$ cat config.mk
export PLATFORM = sky130hd
export DESIGN_NAME = xbus_chip_select_decode
export DESIGN_NICKNAME = d
export VERILOG_FILES = /design/src/rtl/xbus_decode_pkg.sv /design/src/rtl/xbus_chip_select_decode.sv
export VERILOG_INCLUDE_DIRS = /design/src /design/src/rtl
export SDC_FILE = /design/constraint.sdc
export NUM_CORES = 1
export LEC_CHECK = 0
export BUFFER_PORTS_ARGS = -buffer_cell sky130_fd_sc_hd__clkbuf_2
export CAP_MARGIN = 0
export CORE_ASPECT_RATIO = 1.1
export CORE_MARGIN = 5
export CORE_UTILIZATION = 25
export CTS_BUF_LIST = sky130_fd_sc_hd__clkbuf_16
export DETAILED_ROUTE_END_ITERATION = 10
export GPL_TIMING_DRIVEN = 0
export PLACE_DENSITY = 0.46
export SLEW_MARGIN = 20
export SYNTH_ARGS = -nofsm -noshare
export SYNTH_HDL_FRONTEND = slang
export SYNTH_SLANG_ARGS = --single-unit
$ cat constraint.sdc
create_clock -name clk -period 2.3 [get_ports clk]
set_input_delay 0.115 -clock clk [delete_from_list [all_inputs] [get_ports clk]]
set_output_delay 0.115 -clock clk [all_outputs]
set_load 0.01 [all_outputs]
$ cat src/rtl/xbus_decode_defs.svh
`ifndef XBUS_DECODE_DEFS_SVH
`define XBUS_DECODE_DEFS_SVH

// register word addresses (byte address = 4 * index)
`define XB_IDX_DECODE       8'h4e
`define XB_IDX_STATUS       8'h50
`define XB_IDX_MASK         8'h51
`define XB_IDX_INTC_BASE    8'h52
`define XB_ADDR_W           8

// decode control fields
`define XB_BIT_CLOCK        0
`define XB_BIT_KEYBOARD     1
`define XB_BIT_WRPROT       2
`define XB_BIT_MOUSE        4
`define XB_BIT_COPROC       5
`define XB_BIT_LOWFW        6
`define XB_BIT_EXTFW        7
`define XB_BIT_INTC         8
`define XB_DECODE_RESET     16'h0003
`define XB_DECODE_WMASK     16'h01f7

// interrupt controller region default and size
`define XB_INTC_BASE_RESET  32'hfec0_0000
`define XB_INTC_SPAN_MASK   32'hffff_ffe0

// firmware regions
`define XB_EXTFW_LO         32'hfff8_0000
`define XB_EXTFW_HI         32'hfffd_ffff
`define XB_LOWFW_LO         32'h000e_0000
`define XB_LOWFW_HI         32'h000e_ffff
`define XB_LOWFW_ALIAS_LO   32'hfffe_0000
`define XB_LOWFW_ALIAS_HI   32'hfffe_ffff

// i/o ports
`define XB_IO_KBD_DATA      16'h0060
`define XB_IO_KBD_CMD       16'h0064
`define XB_IO_CLOCK_MASK    16'hfff8
`define XB_IO_CLOCK_BASE    16'h0070

// status bits
`define XB_ST_FPERR         0
`define XB_ST_DENIED        1
`define XB_ST_W             2

`endif

$ cat src/rtl/xbus_decode_pkg.sv
package xbus_decode_pkg;
    // kind of cycle presented on the decode port
    typedef enum logic [1:0] {
        cyc_mem_read,
        cyc_mem_write,
        cyc_io_read,
        cyc_io_write
    } cycle_kind_t;
endpackage

$ cat src/rtl/xbus_chip_select_decode.sv
`timescale 1ns/1ps
`default_nettype none
`include "xbus_decode_defs.svh"

// Behaviour
// RULE1 - control resets to 03h, fields read/write
// RULE2 - cleared enable blocks select and output enable
// RULE3 - intc select on pci memory region hits
// RULE4 - intc region defaults fec00000/10, relocatable; code decodes a 20h-byte region
// RULE5 - intc disabled: ignore cycle, no strobes
// RULE6 - never intc select for isa masters
// RULE7 - intc bit switches two shared pins
// RULE8 - extended firmware range forwarded, selects asserted
// RULE9 - top firmware forwarding drives la high ones
// RULE10 - no isa memory in aliased firmware range
// RULE11 - extended disabled: no firmware select there
// RULE12 - lower firmware block and alias selected
// RULE13 - lower disabled: no select, no forwarding
// RULE14 - coprocessor error raises irq13, gates ignore
// RULE15 - mouse bit selects irq12 function
// RULE16 - write protect field gates firmware writes
// RULE17 - keyboard ports 60h/64h select keyboard
// RULE18 - clock ports 70-77h select clock, latch
// RULE19 - reserved bits read zero, ignore writes
module xbus_chip_select_decode
    import xbus_decode_pkg::*;
(
    input  wire logic        clk,
    input  wire logic        sys_rst,
    // avalon-mm slave
    input  wire logic [9:0]  avs_address,
    input  wire logic        avs_read,
    input  wire logic        avs_write,
    input  wire logic [31:0] avs_writedata,
    input  wire logic [3:0]  avs_byteenable,
    output logic [31:0]      avs_readdata,
    output logic             avs_waitrequest,
    output logic             irq,
    // cycle to decode
    input  wire logic        cyc_valid,
    input  wire logic [31:0] cyc_addr,
    input  wire logic [1:0]  cyc_kind,
    input  wire logic        cyc_from_isa,
    // decode results
    output logic             sub_bus_output_enable_n,
    output logic             intc_chip_select_n,
    output logic             firmware_chip_select_n,
    output logic             keyboard_chip_select_n,
    output logic             clock_chip_select_n,
    output logic             clock_address_latch_enable,
    output logic             forward_to_isa,
    output logic [3:0]       isa_la_high,
    output logic             drive_la_high,
    // coprocessor and mouse
    input  wire logic        fp_error_in_n,
    output logic             irq13_internal,
    output logic             ignore_numeric_error_out_n,
    output logic             mouse_function_select,
    // shared pins, and the coprocessor ignore request
    input  wire logic        shared_in_n,
    output logic             shared_out_n,
    output logic             test_input_n,
    output logic             intc_request_n,
    input  wire logic        pci_reset_n,
    input  wire logic        intc_ack_internal_n,
    input  wire logic        ignore_request
);

    logic [15:0] xbus_decode_control;   // documented control register
    logic [31:0] intc_base;             // relocation of intc region
    logic [`XB_ST_W-1:0] status;        // sticky events
    logic [`XB_ST_W-1:0] mask;          // interrupt mask
    logic        bus_done;              // one-cycle answer phase
    logic        fp_err_q;              // previous fp error level

    // decoded hits
    logic        mem_cyc, is_write, io_cyc;
    logic        hit_intc, hit_ext, hit_low_main, hit_low_alias, hit_kbd, hit_clk;
    logic        en_intc, en_ext, en_low, en_kbd, en_clk, fw_cyc;

    cycle_kind_t kind;

    // inclusive range check used for the firmware memory windows
    function automatic logic in_range(input logic [31:0] a, input logic [31:0] lo,
                                      input logic [31:0] hi);
        in_range = (a >= lo) && (a <= hi);
    endfunction

    assign kind     = cycle_kind_t'(cyc_kind);
    assign mem_cyc  = cyc_valid && (kind == cyc_mem_read || kind == cyc_mem_write);
    assign io_cyc   = cyc_valid && (kind == cyc_io_read || kind == cyc_io_write);
    assign is_write = (kind == cyc_mem_write) || (kind == cyc_io_write);

    // address windows
    assign hit_intc      = mem_cyc && ((cyc_addr & `XB_INTC_SPAN_MASK) == intc_base); // RULE4
    assign hit_ext       = mem_cyc && in_range(cyc_addr, `XB_EXTFW_LO, `XB_EXTFW_HI);
    assign hit_low_main  = mem_cyc && in_range(cyc_addr, `XB_LOWFW_LO, `XB_LOWFW_HI);
    assign hit_low_alias = mem_cyc && in_range(cyc_addr, `XB_LOWFW_ALIAS_LO, `XB_LOWFW_ALIAS_HI);
    assign hit_kbd       = io_cyc && (cyc_addr[15:0] == `XB_IO_KBD_DATA
                                   || cyc_addr[15:0] == `XB_IO_KBD_CMD);
    assign hit_clk       = io_cyc && ((cyc_addr[15:0] & `XB_IO_CLOCK_MASK) == `XB_IO_CLOCK_BASE);

    // qualified by enables; isa masters never get the intc or extended range
    assign en_intc = hit_intc && !cyc_from_isa && xbus_decode_control[`XB_BIT_INTC]; // RULE3 RULE5 RULE6
    assign en_ext  = hit_ext && !cyc_from_isa && xbus_decode_control[`XB_BIT_EXTFW]; // RULE8 RULE11
    assign en_low  = (hit_low_main || hit_low_alias) && xbus_decode_control[`XB_BIT_LOWFW]; // RULE12 RULE13
    assign en_kbd  = hit_kbd && xbus_decode_control[`XB_BIT_KEYBOARD]; // RULE17
    assign en_clk  = hit_clk && xbus_decode_control[`XB_BIT_CLOCK]; // RULE18
    // writes to firmware only pass with write-protect field set
    assign fw_cyc  = (en_ext || en_low) && (!is_write || xbus_decode_control[`XB_BIT_WRPROT]); // RULE16

    // registered strobes; all outputs come from flip-flops
    always_ff @(posedge clk) begin
        if (sys_rst) begin
            sub_bus_output_enable_n    <= 1'b1;
            intc_chip_select_n         <= 1'b1;
            firmware_chip_select_n     <= 1'b1;
            keyboard_chip_select_n     <= 1'b1;
            clock_chip_select_n        <= 1'b1;
            clock_address_latch_enable <= 1'b0;
            forward_to_isa             <= 1'b0;
            drive_la_high              <= 1'b0;
            isa_la_high                <= 4'h0;
        end else begin
            intc_chip_select_n         <= !en_intc;
            firmware_chip_select_n     <= !fw_cyc;
            keyboard_chip_select_n     <= !en_kbd;
            clock_chip_select_n        <= !en_clk;
            clock_address_latch_enable <= en_clk;
            // output enable only for enabled peripherals
            sub_bus_output_enable_n    <= !(en_intc || fw_cyc || en_kbd || en_clk); // RULE2
            // disabled regions are not forwarded at all
            forward_to_isa             <= en_intc || en_ext || en_low; // RULE13
            // top-of-4g firmware aliases to the top of 16m
            drive_la_high <= en_ext || (en_low && hit_low_alias); // RULE9
            isa_la_high   <= (en_ext || (en_low && hit_low_alias)) ? 4'hf : cyc_addr[23:20];
        end
    end

    // coprocessor error, mouse and shared pin muxing
    always_ff @(posedge clk) begin
        if (sys_rst) begin
            irq13_internal             <= 1'b0;
            ignore_numeric_error_out_n <= 1'b1;
            mouse_function_select      <= 1'b0;
            shared_out_n               <= 1'b1;
            test_input_n               <= 1'b1;
            intc_request_n             <= 1'b1;
            fp_err_q                   <= 1'b0;
        end else begin
            fp_err_q <= !fp_error_in_n;
            irq13_internal <= xbus_decode_control[`XB_BIT_COPROC] && !fp_error_in_n; // RULE14
            // ignore only while the error is present
            ignore_numeric_error_out_n <= !(xbus_decode_control[`XB_BIT_COPROC]
                                            && !fp_error_in_n && ignore_request); // RULE14
            mouse_function_select <= xbus_decode_control[`XB_BIT_MOUSE]; // RULE15
            // shared pins: clear=test in/pci reset, set=intc request/ack
            if (xbus_decode_control[`XB_BIT_INTC]) begin // RULE7
                intc_request_n <= shared_in_n;
                test_input_n   <= 1'b1;
                shared_out_n   <= intc_ack_internal_n;
            end else begin
                intc_request_n <= 1'b1;
                test_input_n   <= shared_in_n;
                shared_out_n   <= pci_reset_n;
            end
        end
    end

    // register writes; reserved bits stay zero
    always_ff @(posedge clk) begin
        if (sys_rst) begin
            xbus_decode_control <= `XB_DECODE_RESET; // RULE1
            intc_base           <= `XB_INTC_BASE_RESET;
            mask                <= '0;
        end else if (avs_write && !avs_waitrequest) begin
            // the write lands at the edge where the master sees waitrequest low
            unique case (avs_address[`XB_ADDR_W-1:0])
                `XB_IDX_DECODE: begin
                    if (avs_byteenable[0])
                        xbus_decode_control[7:0]  <= avs_writedata[7:0] & 8'hf7; // RULE19
                    if (avs_byteenable[1])
                        xbus_decode_control[15:8] <= avs_writedata[15:8] & 8'h01; // RULE19
                end
                `XB_IDX_MASK: begin
                    if (avs_byteenable[0])
                        mask <= avs_writedata[`XB_ST_W-1:0];
                end
                `XB_IDX_INTC_BASE: begin
                    intc_base <= avs_writedata & `XB_INTC_SPAN_MASK;
                end
                default: begin
                end
            endcase
        end
    end

    // sticky events; a new event wins over a write-one clear
    always_ff @(posedge clk) begin
        if (sys_rst) begin
            status <= '0;
        end else begin
            for (int i = 0; i < `XB_ST_W; i++) begin
                logic ev;
                logic clr;
                ev  = (i == `XB_ST_FPERR) ? (!fp_error_in_n && !fp_err_q
                                             && xbus_decode_control[`XB_BIT_COPROC])
                                          : (mem_cyc && hit_intc && !en_intc);
                clr = avs_write && !avs_waitrequest && avs_byteenable[0]
                      && avs_address[`XB_ADDR_W-1:0] == `XB_IDX_STATUS && avs_writedata[i];
                if (ev)
                    status[i] <= 1'b1;
                else if (clr)
                    status[i] <= 1'b0;
            end
        end
    end

    // bus answer: waitrequest high for one cycle, then answer
    always_ff @(posedge clk) begin
        if (sys_rst) begin
            bus_done        <= 1'b0;
            avs_waitrequest <= 1'b1;
            avs_readdata    <= '0;
            irq             <= 1'b0;
        end else begin
            irq <= |(status & mask);
            if ((avs_read || avs_write) && !bus_done) begin
                bus_done        <= 1'b1;
                avs_waitrequest <= 1'b0;
                unique case (avs_address[`XB_ADDR_W-1:0])
                    `XB_IDX_DECODE:    avs_readdata <= {16'h0000, xbus_decode_control};
                    `XB_IDX_STATUS:    avs_readdata <= {30'h0, status};
                    `XB_IDX_MASK:      avs_readdata <= {30'h0, mask};
                    `XB_IDX_INTC_BASE: avs_readdata <= intc_base;
                    default:           avs_readdata <= 32'h0000_0000;
                endcase
            end else begin
                bus_done        <= 1'b0;
                avs_waitrequest <= 1'b1;
            end
        end
    end

endmodule // xbus_chip_select_decode
`default_nettype wire

* Yosys cells after proc, flatten, opt, wreduce, memory -nomap -nowiden
Cells that the tools add are included.
W data, S select, Z words.
** Storage, ports and cells
- Register bits after elaboration :: 93
- Bits in latches :: 0
- RAM bits :: 0
- ROM bits :: 0
- Input port bits :: 91
- Output and inout port bits :: 52
- Word-level logic and storage cells :: 122
- Memories :: 0
** Cells by class
- Add/sub/neg operators :: 0
- Multiply operators :: 0
- Divide/modulo/power cells :: 0
- Order comparisons :: 6
- Equality and inequality tests :: 11
- Shift-type cells :: 0
- Mux-type cells :: 9
- Bitwise operators :: 2
- Reductions and logical operators :: 68
** Operators with widths (number)
- $pmux W32 S4 :: 1
- $ge A32 B32 Y1 const B :: 2
- $le A32 B32 Y1 const B :: 2
- $eq A16 B7 Y1 const B :: 2
- $eq A8 B7 Y1 const B :: 4
- $ge A32 B20 Y1 const B :: 1
- $le A32 B20 Y1 const B :: 1
- $logic_and A1 B1 Y1 :: 32
- $eq A27 B27 Y1 :: 1
- $logic_or A1 B1 Y1 :: 14
- $eq A13 B4 Y1 const B :: 1
- $logic_not A1 Y1 :: 12
- $reduce_and A3 Y1 :: 3
- $mux W1 :: 7
- $reduce_or A2 Y1 :: 3
- $eq A2 B2 Y1 const B :: 2
- $mux W4 :: 1
- $reduce_bool A2 Y1 :: 2
- $and A2 B2 Y2 :: 1
- $eq A2 B1 Y1 const B :: 1
- $logic_not A2 Y1 :: 1
- $reduce_and A2 Y1 :: 1
- $not A1 Y1 :: 1

* Logic depth before layout (Yosys ltp)
Gate-level depths: netlist (run 1).
- Word-level depth :: 12
- Depth in mapped cells :: 8
- Gate-level depth less buffers :: 5

* Worst setup path before layout (run 1)
No wires, ideal clock.
- Path type :: input to register
- Start :: input avs_address[5]
- End :: register intc_base[24]
- Library setup time :: 0.130 ns
- Arrival :: 1.426 ns
- Required time :: 2.170 ns
- Path slack :: 0.744 ns
- Stages on the path :: 7
- Path buffers :: 2
- Cells stage by stage :: or3b_1 -> buf_4 -> nor3b_4 -> nand2_1 -> buf_2 -> nand2_1 -> a21oi_2
** On the way
- Word-level cells in the longest chain between the ends :: 2
** Ends and longest elaborated chain
- start: declaration :: RTL line xbus_chip_select_decode.sv:31 : input wire logic [9:0] avs_address,
- $eq A8 B7 Y1 :: RTL line xbus_chip_select_decode.sv:178 : unique case (avs_address[`XB_ADDR_W-1:0])
- $reduce_and A2 Y1 (no line)
- end signal: assignment :: RTL line xbus_chip_select_decode.sv:174 : intc_base <= `XB_INTC_BASE_RESET;
- end signal: assignment :: RTL line xbus_chip_select_decode.sv:190 : intc_base <= avs_writedata & `XB_INTC_SPAN_MASK;
- end: declaration :: RTL line xbus_chip_select_decode.sv:70 : logic [31:0] intc_base;
No other way between the ends.
A chain may end at the register's enable or synchronous reset.

* Worst setup path in the final report (run 1)
- Start :: register bus_done
- End :: register avs_readdata[30]
** On the way
- Word-level cells in the longest chain between the ends :: 2
** Ends and longest elaborated chain
- start: declaration :: RTL line xbus_chip_select_decode.sv:73 : logic bus_done;
- start signal: assignment :: RTL line xbus_chip_select_decode.sv:222 : bus_done <= 1'b0;
- start signal: assignment :: RTL line xbus_chip_select_decode.sv:229 : bus_done <= 1'b1;
- start signal: assignment :: RTL line xbus_chip_select_decode.sv:239 : bus_done <= 1'b0;
- $logic_not A1 Y1 :: RTL line xbus_chip_select_decode.sv:228 : if ((avs_read || avs_write) && !bus_done) begin
- $logic_and A1 B1 Y1 :: RTL line xbus_chip_select_decode.sv:228
- end signal: assignment :: RTL line xbus_chip_select_decode.sv:232 : `XB_IDX_DECODE: avs_readdata <= {16'h0000, xbus_decode_control};
- end signal: assignment :: RTL line xbus_chip_select_decode.sv:233 : `XB_IDX_STATUS: avs_readdata <= {30'h0, status};
- end signal: assignment :: RTL line xbus_chip_select_decode.sv:234 : `XB_IDX_MASK: avs_readdata <= {30'h0, mask};
- end: declaration :: RTL line xbus_chip_select_decode.sv:36 : output logic [31:0] avs_readdata,
No other way between the ends.

==> results of run 1 <==
## area by class of cell
cell class	instances	area share (%)
Sequential cell	92	36.6
Clock inverter	6	1.14
Multi-Input combinational cell	265	32.6
Buffer	20	2.31
Tap cell	192	4.77
Inverter	7	0.521
Clock buffer	9	4.47
Timing Repair Buffer	156	17.7
## metal layers
metal / share of wire, % / wire length, microns / vias up
li1: - / - / 1674
met1: 44 / 5510 / 1562
met2: 47 / 5900 / 125
met3: 7.2 / 898 / 13
met4: 1.5 / 184 / 0
met5: 0 / 0 / -
## synthesized netlist by cell type, types with 5 or more instances
master    instances  area share, %
a22oi_1           5            1.0
inv_1             7           0.73
nor2_1           18            1.9
o21ai_0           8            1.1
nor2b_1           9            1.6
a21oi_1          23            3.2
xnor2_1          27            6.5
nor3_1            5           0.69
nand4_1          12            2.1
a22o_1           23            5.6
clkbuf_1         10            1.0
mux2i_1          10            2.8
dfxtp_1          92             51
nand2_1          68            7.0
nand3b_1          9            1.9
nor4_1            6            1.0
## path summary, 6_finish.rpt
kind | depth (start not counted) | slack, ns | to
worst max register to register | 4 | 0.49 | avs_readdata[30]
worst min-delay path | 3 | 0.006 | intc_base[9]
worst min register to register | 1 | 0.42 | status[0]
worst max-delay path | 4 | 0.49 | avs_readdata[30]
## stage by stage
stage	utilization [%]	worst slack (ns)	power [uW]	instance area [sq um]
after floorplan	-	0.744	1730	3620
after global placement	31.6	0.285	1860	4540
after detailed placement	31.6	0.242	1860	4540
after CTS	35.2	0.473	3330	5040
after global routing	35.2	0.300	3400	5040
final	35.2	0.494	3290	5040
## sequential cells by signal, indices dropped and copies added, names as in the netlist, 2 cells and up
name	count
mask	2
xbus_decode_control	8
avs_readdata	31
intc_base	27
isa_la_high	4
status	2
## worst register-to-register path, stage by stage (launching register included)
cell	delay (ns)
dfxtp_1	0.32
nor2_1	0.07
nor2_1	0.64
clkbuf_1	0.49
a22o_1	0.23
## logic make-up (layout without fill, tap and decap cells)
group,count (synthesis),in the layout,synth area share [%]
simple gates,157,157,22.6
compound gates,70,70,13.2
mux,10,10,2.76
xor+xnor,27,27,6.52
buf+inv,27,198,3.94
flops,92,92,50.8
other cells,1,1,0.103
## report_power, final
group          internal (uW)  switching [uW]
Clock                    826             604
Sequential              1600            2.89
Combinational            120             130
Total                   2550             737
## repair_timing
item                                    4_1_cts  5_1_grt
hold buffers                                 22        0
endpoints found under the setup margin        0        0
endpoints found under the hold margin        22        0
==> impl_metrics.env, run 1 <==
export IMPL_clock_latency_ns=0.34
export IMPL_ys_types=42
export IMPL_overflow=0
export IMPL_critical_path_cell_chain="nor2_1 > nor2_1 > clkbuf_1 > a22o_1"
export IMPL_drt_pass1_iterations=4
export IMPL_cts_root_buf="clkbuf_16"
export IMPL_r2r_start="bus_done"
export IMPL_critPathTopFamily="simple AND/OR/NAND/NOR gates"
export IMPL_dp_hpwl_mm=9.91
export IMPL_die_width_microns=125
export IMPL_routedWlPerCell_microns=16.7
export IMPL_drc=0
export IMPL_drt_iter0_drc=258
export IMPL_max_vdd_ir_drop_v=0.000342
export IMPL_most_common_layout_cells="clkbuf_2, dfxtp_1, nand2_1, xnor2_1"
export IMPL_fillers=1474
export IMPL_critPathKind="reg -> reg"
export IMPL_ys_warn_count=0
export IMPL_powerDensity_nw_per_um2=652
export IMPL_num_vias=3374
export IMPL_drt_total_wl_mm=12.5
export IMPL_syn_inst=384
export IMPL_placed_cells=710
export IMPL_grt_use_met1_pct=18.1
export IMPL_syn_area_sq_um=3620
export IMPL_power_leakage_uw=0.00209
export IMPL_antenna_found_initial=0
export IMPL_arrival_ns=2.08
export IMPL_end_kind="flop"
export IMPL_seq_area_frac_synth_pct=50.8
export IMPL_worst_pin_slew_ns=0.829
export IMPL_slowest_stage="nor2_1"
export IMPL_fin_nets=642
export IMPL_cts_made_buffers=9
export IMPL_port_buffers=134
export IMPL_cpMostUsedCell="nor2_1"
export IMPL_path_max_fanout=10
export IMPL_seqCellArea_sq_um=1840
export IMPL_multiInputGateArea_sq_um=1640
export IMPL_io_pins=143
export IMPL_fin_crit_sh_pct=78.5
export IMPL_synth_seq_cells=92
export IMPL_max_freq_mhz=554
export IMPL_area_growth_pct=39.0
export IMPL_startpoint_type="flop"
export IMPL_avgSynthCellArea_sq_um=9.44
export IMPL_ant_nets=0
export IMPL_critPathBufInv=1
export IMPL_grt_start_max_net_pins=15
export IMPL_grt_use_met2_pct=23.5
export IMPL_setup_viol=0
export IMPL_report_final_slew_viol_count=0
export IMPL_hold_violations=0
export IMPL_fin_setup_tns_ns=0
export IMPL_viasPerCell=4.52
export IMPL_cts_tree="built"
export IMPL_rsz0062_at_grt="no"
export IMPL_period_needed_ns=1.81
export IMPL_grt_pass1_vias=3373
export IMPL_met3_usage_pct=4.91
export IMPL_syn_nets=475
export IMPL_initial_core_util_pct=25.3
export IMPL_place_gp_congestion=0.838
export IMPL_maxCapViolCount=0
export IMPL_layout_commonest_cell="clkbuf_2"
export IMPL_holdWs_ns=0.00588
export IMPL_cts_setup_buffers=0
export IMPL_die_h_microns=136
export IMPL_synth_edf_count=0
export IMPL_cts_max_level=3
export IMPL_critical_path_max_stage_delay_ns=0.64
export IMPL_required_ns=2.58
export IMPL_cts_resized=0
export IMPL_setup_worst_path_start="bus_done"
export IMPL_grt_pass1_wl_mm=18.7
export IMPL_clkSinkCount=92
export IMPL_diodes=0
export IMPL_final_cells=747
export IMPL_coreArea_sq_um=14300
export IMPL_synthArstFlopShare_pct=0
export IMPL_die_area_sq_um=17000
export IMPL_status="complete, no violations"
export IMPL_cts_max_path_buffers=2
export IMPL_synthFlopType="dfxtp_1"
export IMPL_clk_transition_reported_paths_ns=0.06
export IMPL_min_delay_start="avs_writedata[9]"
export IMPL_grt_use_total_pct=14.4
export IMPL_top_usage_layer="met2"
export IMPL_clock_skew_final_ns=0.00877
export IMPL_maxSlewHeadroom_pct=44.5
export IMPL_rows=46
export IMPL_drive_gt1_share_pct=29.2
export IMPL_hold_path_class="in -> reg"
Note: power is estimated with default switching activity, not from simulation.
==> run 2: changes to the inputs <==
--- a/config.mk
+++ b/config.mk
@@ -14,7 +14,7 @@
 export CTS_BUF_LIST = sky130_fd_sc_hd__clkbuf_16
 export DETAILED_ROUTE_END_ITERATION = 10
 export GPL_TIMING_DRIVEN = 0
-export PLACE_DENSITY = 0.46
+export PLACE_DENSITY = 0.47
 export SLEW_MARGIN = 20
 export SYNTH_ARGS = -nofsm -noshare
 export SYNTH_HDL_FRONTEND = slang
==> constraint.sdc (replaced) <==
create_clock -name clk -period 1.55 [get_ports clk]
set_input_delay 0.0775 -clock clk [delete_from_list [all_inputs] [get_ports clk]]
set_output_delay 0.0775 -clock clk [all_outputs]
set_load 0.01 [all_outputs]
==> run 2 against run 1 <==
Compared with the run above: maximum frequency grew 20%; die area stayed put; wire length rose by 0.44%; first-iteration DRC count is 3.5% lower; clock skew down 0.00086 ns; register-to-register slack worse by 0.45 ns; total power up 57%; sequential power is 48% higher; sequential cell count unchanged; final area grew 5.7%; critical path depth grew 1; critical endpoint is now sub_bus_output_enable_n; largest cell class unchanged.
==> impl_metrics.env, run 2 (synthesized netlist as in run 1, its figures left out) <==
export IMPL_drive_gt1_share_pct=32.7
export IMPL_period_needed_ns=1.50
export IMPL_critical_path_cell_chain="xnor2_1 > nand4_1 > nor4_4 > nand4_1 > and3_1"
export IMPL_max_freq_mhz=665
export IMPL_critical_path_max_stage_delay_ns=0.33
export IMPL_ff2ff_setup_slack_ns=0.05
export IMPL_internal_power_uw=3990
export IMPL_holdPathEnd="xbus_decode_control[2]"
export IMPL_min_delay_start="avs_writedata[2]"
export IMPL_fin_setup_tns_ns=0
export IMPL_power_leakage_uw=0.00224
export IMPL_cts_max_level=3
export IMPL_port_buffers=134
export IMPL_coreArea_sq_um=14300
export IMPL_dp_hpwl_mm=9.83
export IMPL_clk_transition_reported_paths_ns=0.07
export IMPL_cts_max_path_buffers=2
export IMPL_startpoint_type="flop"
export IMPL_hold_violations=0
export IMPL_regMostFlops="avs_readdata"
export IMPL_antenna_found_initial=0
export IMPL_ff2ff_path_depth=5
export IMPL_drt_pass1_iterations=4
export IMPL_maxCapViolCount=0
export IMPL_slowest_stage="dfxtp_1"
export IMPL_power_uw=5160
export IMPL_rows=46
export IMPL_path_max_fanout=3
export IMPL_largest_reg_flops=31
export IMPL_p_comb_share_pct=8.1
export IMPL_multiInputGateArea_sq_um=1720
export IMPL_hold_depth=3
export IMPL_max_vdd_ir_drop_v=0.000411
export IMPL_cts_tree="built"
export IMPL_worst_pin_slew_ns=0.624
export IMPL_most_common_layout_cells="clkbuf_2, dfxtp_1, nand2_1, dlygate4sd3_1"
export IMPL_cts_made_buffers=9
export IMPL_grt_pass1_vias=3537
export IMPL_die_area_sq_um=17000
export IMPL_overflow=0
export IMPL_grt_pass1_wl_mm=19.4
export IMPL_ant_nets=0
export IMPL_maxSlewHeadroom_pct=58.4
export IMPL_die_width_microns=125
export IMPL_die_h_microns=136
export IMPL_viasPerCell=4.52
export IMPL_stdcell_area_sq_um=5320
export IMPL_seqCellArea_sq_um=1850
export IMPL_arrival_ns=1.74
export IMPL_drt_total_wl_mm=12.5
export IMPL_io_pins=143
export IMPL_rsz0062_at_grt="yes"
export IMPL_status="complete, no violations"
export IMPL_initial_core_util_pct=25.3
export IMPL_setup_viol=0
export IMPL_critPathKind="reg -> reg"
export IMPL_r2r_end="sub_bus_output_enable_n"
export IMPL_required_ns=1.79
export IMPL_p_sw_share_pct=22.6
export IMPL_diodes=0
export IMPL_powerDensity_nw_per_um2=969
export IMPL_clkSinkCount=92
export IMPL_fin_nets=658
export IMPL_routedWlPerCell_microns=16.4
export IMPL_cpMostUsedCell="nand4_1"
export IMPL_report_final_slew_viol_count=0
export IMPL_p_sw_uw=1160
export IMPL_p_clk_share_pct=45.8
export IMPL_fin_crit_sh_pct=97.0
export IMPL_grt_use_total_pct=14.8
export IMPL_fillers=1478
export IMPL_r2r_start="intc_base[23]"
export IMPL_cts_root_buf="clkbuf_16"
export IMPL_top_regs="avs_readdata x31, intc_base x27, xbus_decode_control x8"
export IMPL_layout_commonest_cell="clkbuf_2"
export IMPL_dpl_cell_area_sq_um=4540
export IMPL_hold_path_class="in -> reg"
export IMPL_area_growth_pct=46.9
export IMPL_grt_start_max_net_pins=16
export IMPL_drc=0
export IMPL_clock_skew_final_ns=0.00791
export IMPL_clock_latency_ns=0.34
export IMPL_num_vias=3455
export IMPL_place_gp_congestion=0.850
export IMPL_drt_iter0_drc=249
export IMPL_end_kind="flop"
export IMPL_p_seq_share_pct=46.2
-- run 2: changes by cell type in the layout (fill, tap and decap cells not counted), moves of 3 or more --
cell           before  now
dfxtp_2             0    6
clkbuf_1           10    6
dfxtp_1            92   86
xnor2_1            27   23
xnor2_2             0    4
clkbuf_2          134  137
dlygate4sd3_1      22   35
-- run 2: timing repair --
action / 4_1_cts / 5_1_grt
setup buffers: 3 / 1
resized for setup: 11 / 17
hold buffers: 35 / 0
endpoints found under the setup margin: 60 / 57
pin swaps: 3 / 9
hold endpoints to repair: 37 / 0
-- run 2: per-stage QoR --
| step | util (%) | std cells | worst slack [ns] | hold slack, ns |
|---|---|---|---|---|
| CTS | 36.7 | 763 | 0.00979 | 0.00495 |
| finish | 37.1 | 764 | 0.0459 | 0.00911 |
| floorplan | - | 384 | 0.0311 | 0.139 |
| detailed placement | 31.6 | 710 | -0.427 | 0.230 |
| global route | 37.1 | 764 | -0.0736 | 0.0299 |
| global placement | 31.6 | 710 | -0.410 | 0.233 |
-- run 2: area by class of cell --
type	count	area share (%)
flip-flops and latches	92	34.7
multi-input cells	265	32.2
repair buffers	173	19.7
well taps	192	4.51
clock buffers	9	4.23
plain buffers	19	2.37
clock inverters	7	1.69
inverters	7	0.494
-- run 2: layer usage --
metal	track usage [%]	vias to the layer above	routed length (microns)
li1	-	1707	-
met1	18.5	1608	5400
met2	24.1	121	5920
met3	4.87	19	987
met4	5.48	0	242
met5	0	-	0
-- run 2: critical path, delay by kind of cell (launching register included) --
family / cells / cell delay, ns
XOR/XNOR: 1 / 0.19
flip-flops: 1 / 0.33
AND/OR/NAND/NOR: 4 / 0.88
-- run 2: power by group through the flow --
stage               registers, uW  logic (uW)  clock network (uW)
detailed placement           2440         328                   0
global placement             2440         327                   0
finish                       2380         415                2360
global route                 2380         446                2480
floorplan                    2440         119                   0
CTS                          2380         408                2410
-- run 2: worst max path at each step --
stage / slack [ns] / startpoint / endpoint
6_report: 0.05 / intc_base[23] / sub_bus_output_enable_n
5_1_grt: -0.07 / intc_base[12] / sub_bus_output_enable_n
4_1_cts: 0.01 / intc_base[14] / sub_bus_output_enable_n
3_5_place_dp: -0.43 / avs_address[5] / intc_base[24]
3_3_place_gp: -0.41 / avs_address[5] / intc_base[24]
2_1_floorplan: 0.03 / avs_address[5] / intc_base[24]
==> run 3: changes to the inputs <==
==> constraint.sdc (replaced) <==
create_clock -name clk -period 1.55 [get_ports clk]
set_input_delay 0.0775 -clock clk [delete_from_list [all_inputs] [get_ports clk]]
set_output_delay 0.0775 -clock clk [all_outputs]
set_load 0.1 [all_outputs]
==> run 3 against run 2 <==
Compared with the run above: via count down 1.1%; critical endpoint unchanged; combinational power up 21%; worst setup slack worse by 0.030 ns; highest routed layer unchanged; sequential share of layout area about the same; utilization about the same; hold slack better by 0.015 ns; sequential cell count unchanged; final area about the same; largest cell class unchanged; maximum frequency down 1.9%.
==> impl_metrics.env, run 3 (synthesized netlist as in run 1, its figures left out) <==
export IMPL_drt_total_wl_mm=12.9
export IMPL_met3_usage_pct=3.61
export IMPL_clock_latency_ns=0.34
export IMPL_coreArea_sq_um=14300
export IMPL_arrival_ns=1.77
export IMPL_place_gp_congestion=0.836
export IMPL_most_common_layout_cells="clkbuf_2, dfxtp_1, nand2_1, dlygate4sd3_1"
export IMPL_top_usage_layer="met2"
export IMPL_startpoint_type="flop"
export IMPL_max_freq_mhz=652
export IMPL_regMostFlops="avs_readdata"
export IMPL_max_vdd_ir_drop_v=0.000550
export IMPL_report_final_slew_viol_count=0
export IMPL_cts_made_buffers=9
export IMPL_clk_transition_reported_paths_ns=0.06
export IMPL_die_width_microns=125
export IMPL_drt_iter0_drc=179
export IMPL_dp_hpwl_mm=9.87
export IMPL_initial_core_util_pct=25.3
export IMPL_diodes=0
export IMPL_maxCapViolCount=0
export IMPL_powerDensity_nw_per_um2=932
export IMPL_end_kind="flop"
export IMPL_grt_use_met1_pct=19.1
export IMPL_hold_path_class="in -> reg"
export IMPL_utilization_pct=37.1
export IMPL_final_cells=766
export IMPL_port_buffers=134
export IMPL_layout_commonest_cell="clkbuf_2"
export IMPL_largest_reg_flops=31
export IMPL_cts_tree="built"
export IMPL_clock_skew_final_ns=0.00721
export IMPL_setup_viol=0
export IMPL_path_max_fanout=3
export IMPL_die_area_sq_um=17000
export IMPL_hold_violations=0
export IMPL_worst_pin_slew_ns=0.642
export IMPL_fin_nets=660
export IMPL_ant_nets=0
export IMPL_cts_max_level=3
export IMPL_drt_pass1_iterations=6
export IMPL_grt_start_max_net_pins=15
export IMPL_fin_crit_sh_pct=98.9
export IMPL_period_needed_ns=1.53
export IMPL_viasPerCell=4.46
export IMPL_drc=0
export IMPL_grt_pass1_vias=3621
export IMPL_io_pins=143
export IMPL_drive_gt1_share_pct=31.7
export IMPL_critPathKind="reg -> reg"
export IMPL_overflow=0
export IMPL_grt_use_met2_pct=25.2
export IMPL_die_h_microns=136
export IMPL_routedWlPerCell_microns=16.8
export IMPL_num_vias=3417
export IMPL_status="complete, no violations"
export IMPL_placed_cells=710
export IMPL_maxSlewHeadroom_pct=57.2
export IMPL_top_regs="avs_readdata x31, intc_base x27, xbus_decode_control x8"
export IMPL_required_ns=1.78
export IMPL_rows=46
export IMPL_grt_use_total_pct=15.2
export IMPL_cts_max_path_buffers=2
export IMPL_antenna_found_initial=0
export IMPL_fillers=1468
export IMPL_area_growth_pct=46.7
export IMPL_clkSinkCount=92
export IMPL_power_leakage_uw=0.00224
export IMPL_cts_root_buf="clkbuf_16"
export IMPL_grt_pass1_wl_mm=19.7
export IMPL_rsz0062_at_grt="yes"
-- run 3: through the flow --
step	area (sq um)	hold WS (ns)	setup TNS [ns]	power, uW	setup slack (ns)
2_1_floorplan	3630	0.139	0	2640	0.0340
3_3_place_gp	4540	0.230	-20.78	2850	-0.452
3_5_place_dp	4540	0.228	-19.81	2850	-0.441
4_1_cts	5250	0.00612	0	5010	0.0109
5_1_grt	5320	0.0392	-0.107	5150	-0.0966
6_report	5320	0.0242	0	4960	0.0164
-- run 3: path summary, 6_finish.rpt --
path                         start                       to  depth (start not counted)  slack, ns
setup / recovery     intc_base[23]  sub_bus_output_enable_n                          5       0.02
hold / removal    avs_writedata[1]   xbus_decode_control[1]                          3       0.02
hold reg to reg           fp_err_q                status[0]                          1       0.42
setup reg to reg     intc_base[23]  sub_bus_output_enable_n                          5       0.02
-- run 3: cell type report --
type	count	area, sq um	share of cell area, %
multi-input cells	265	1720	32.3
inverters	7	26.3	0.494
plain buffers	19	126	2.38
clock buffers	10	250	4.70
clock inverters	6	30.0	0.565
flip-flops and latches	92	1850	34.7
well taps	192	240	4.52
repair buffers	175	1080	20.3
-- run 3: metal layers --
metal / routed length (microns) / vias up / share of wire, %
met3: 615 / 19 / 4.8
met4: 268 / 0 / 2.1
met5: 0 / - / 0
met2: 6150 / 106 / 48
met1: 5830 / 1584 / 45
li1: - / 1708 / -
-- run 3: what timing repair did --
action | 4_1_cts | 5_1_grt
endpoints found under the setup margin | 57 | 53
setup buffers | 3 | 3
pin swaps | 3 | 3
resized for setup | 13 | 10
endpoints found under the hold margin | 38 | 0
hold buffers | 35 | 0
-- run 3: worst max-delay path: stages, from the launching register on --
cell	delay [ns]
dfxtp_1	0.33
xnor2_1	0.21
nand4_1	0.19
nor4_4	0.31
nand4_1	0.19
and3_1	0.19
-- run 3: power breakdown --
part           switching [uW]  internal [uW]  total (uW)
clock                     908           1160        2070
combinational             291            210         501
sequential               6.12           2380        2380
total                    1210           3750        4960
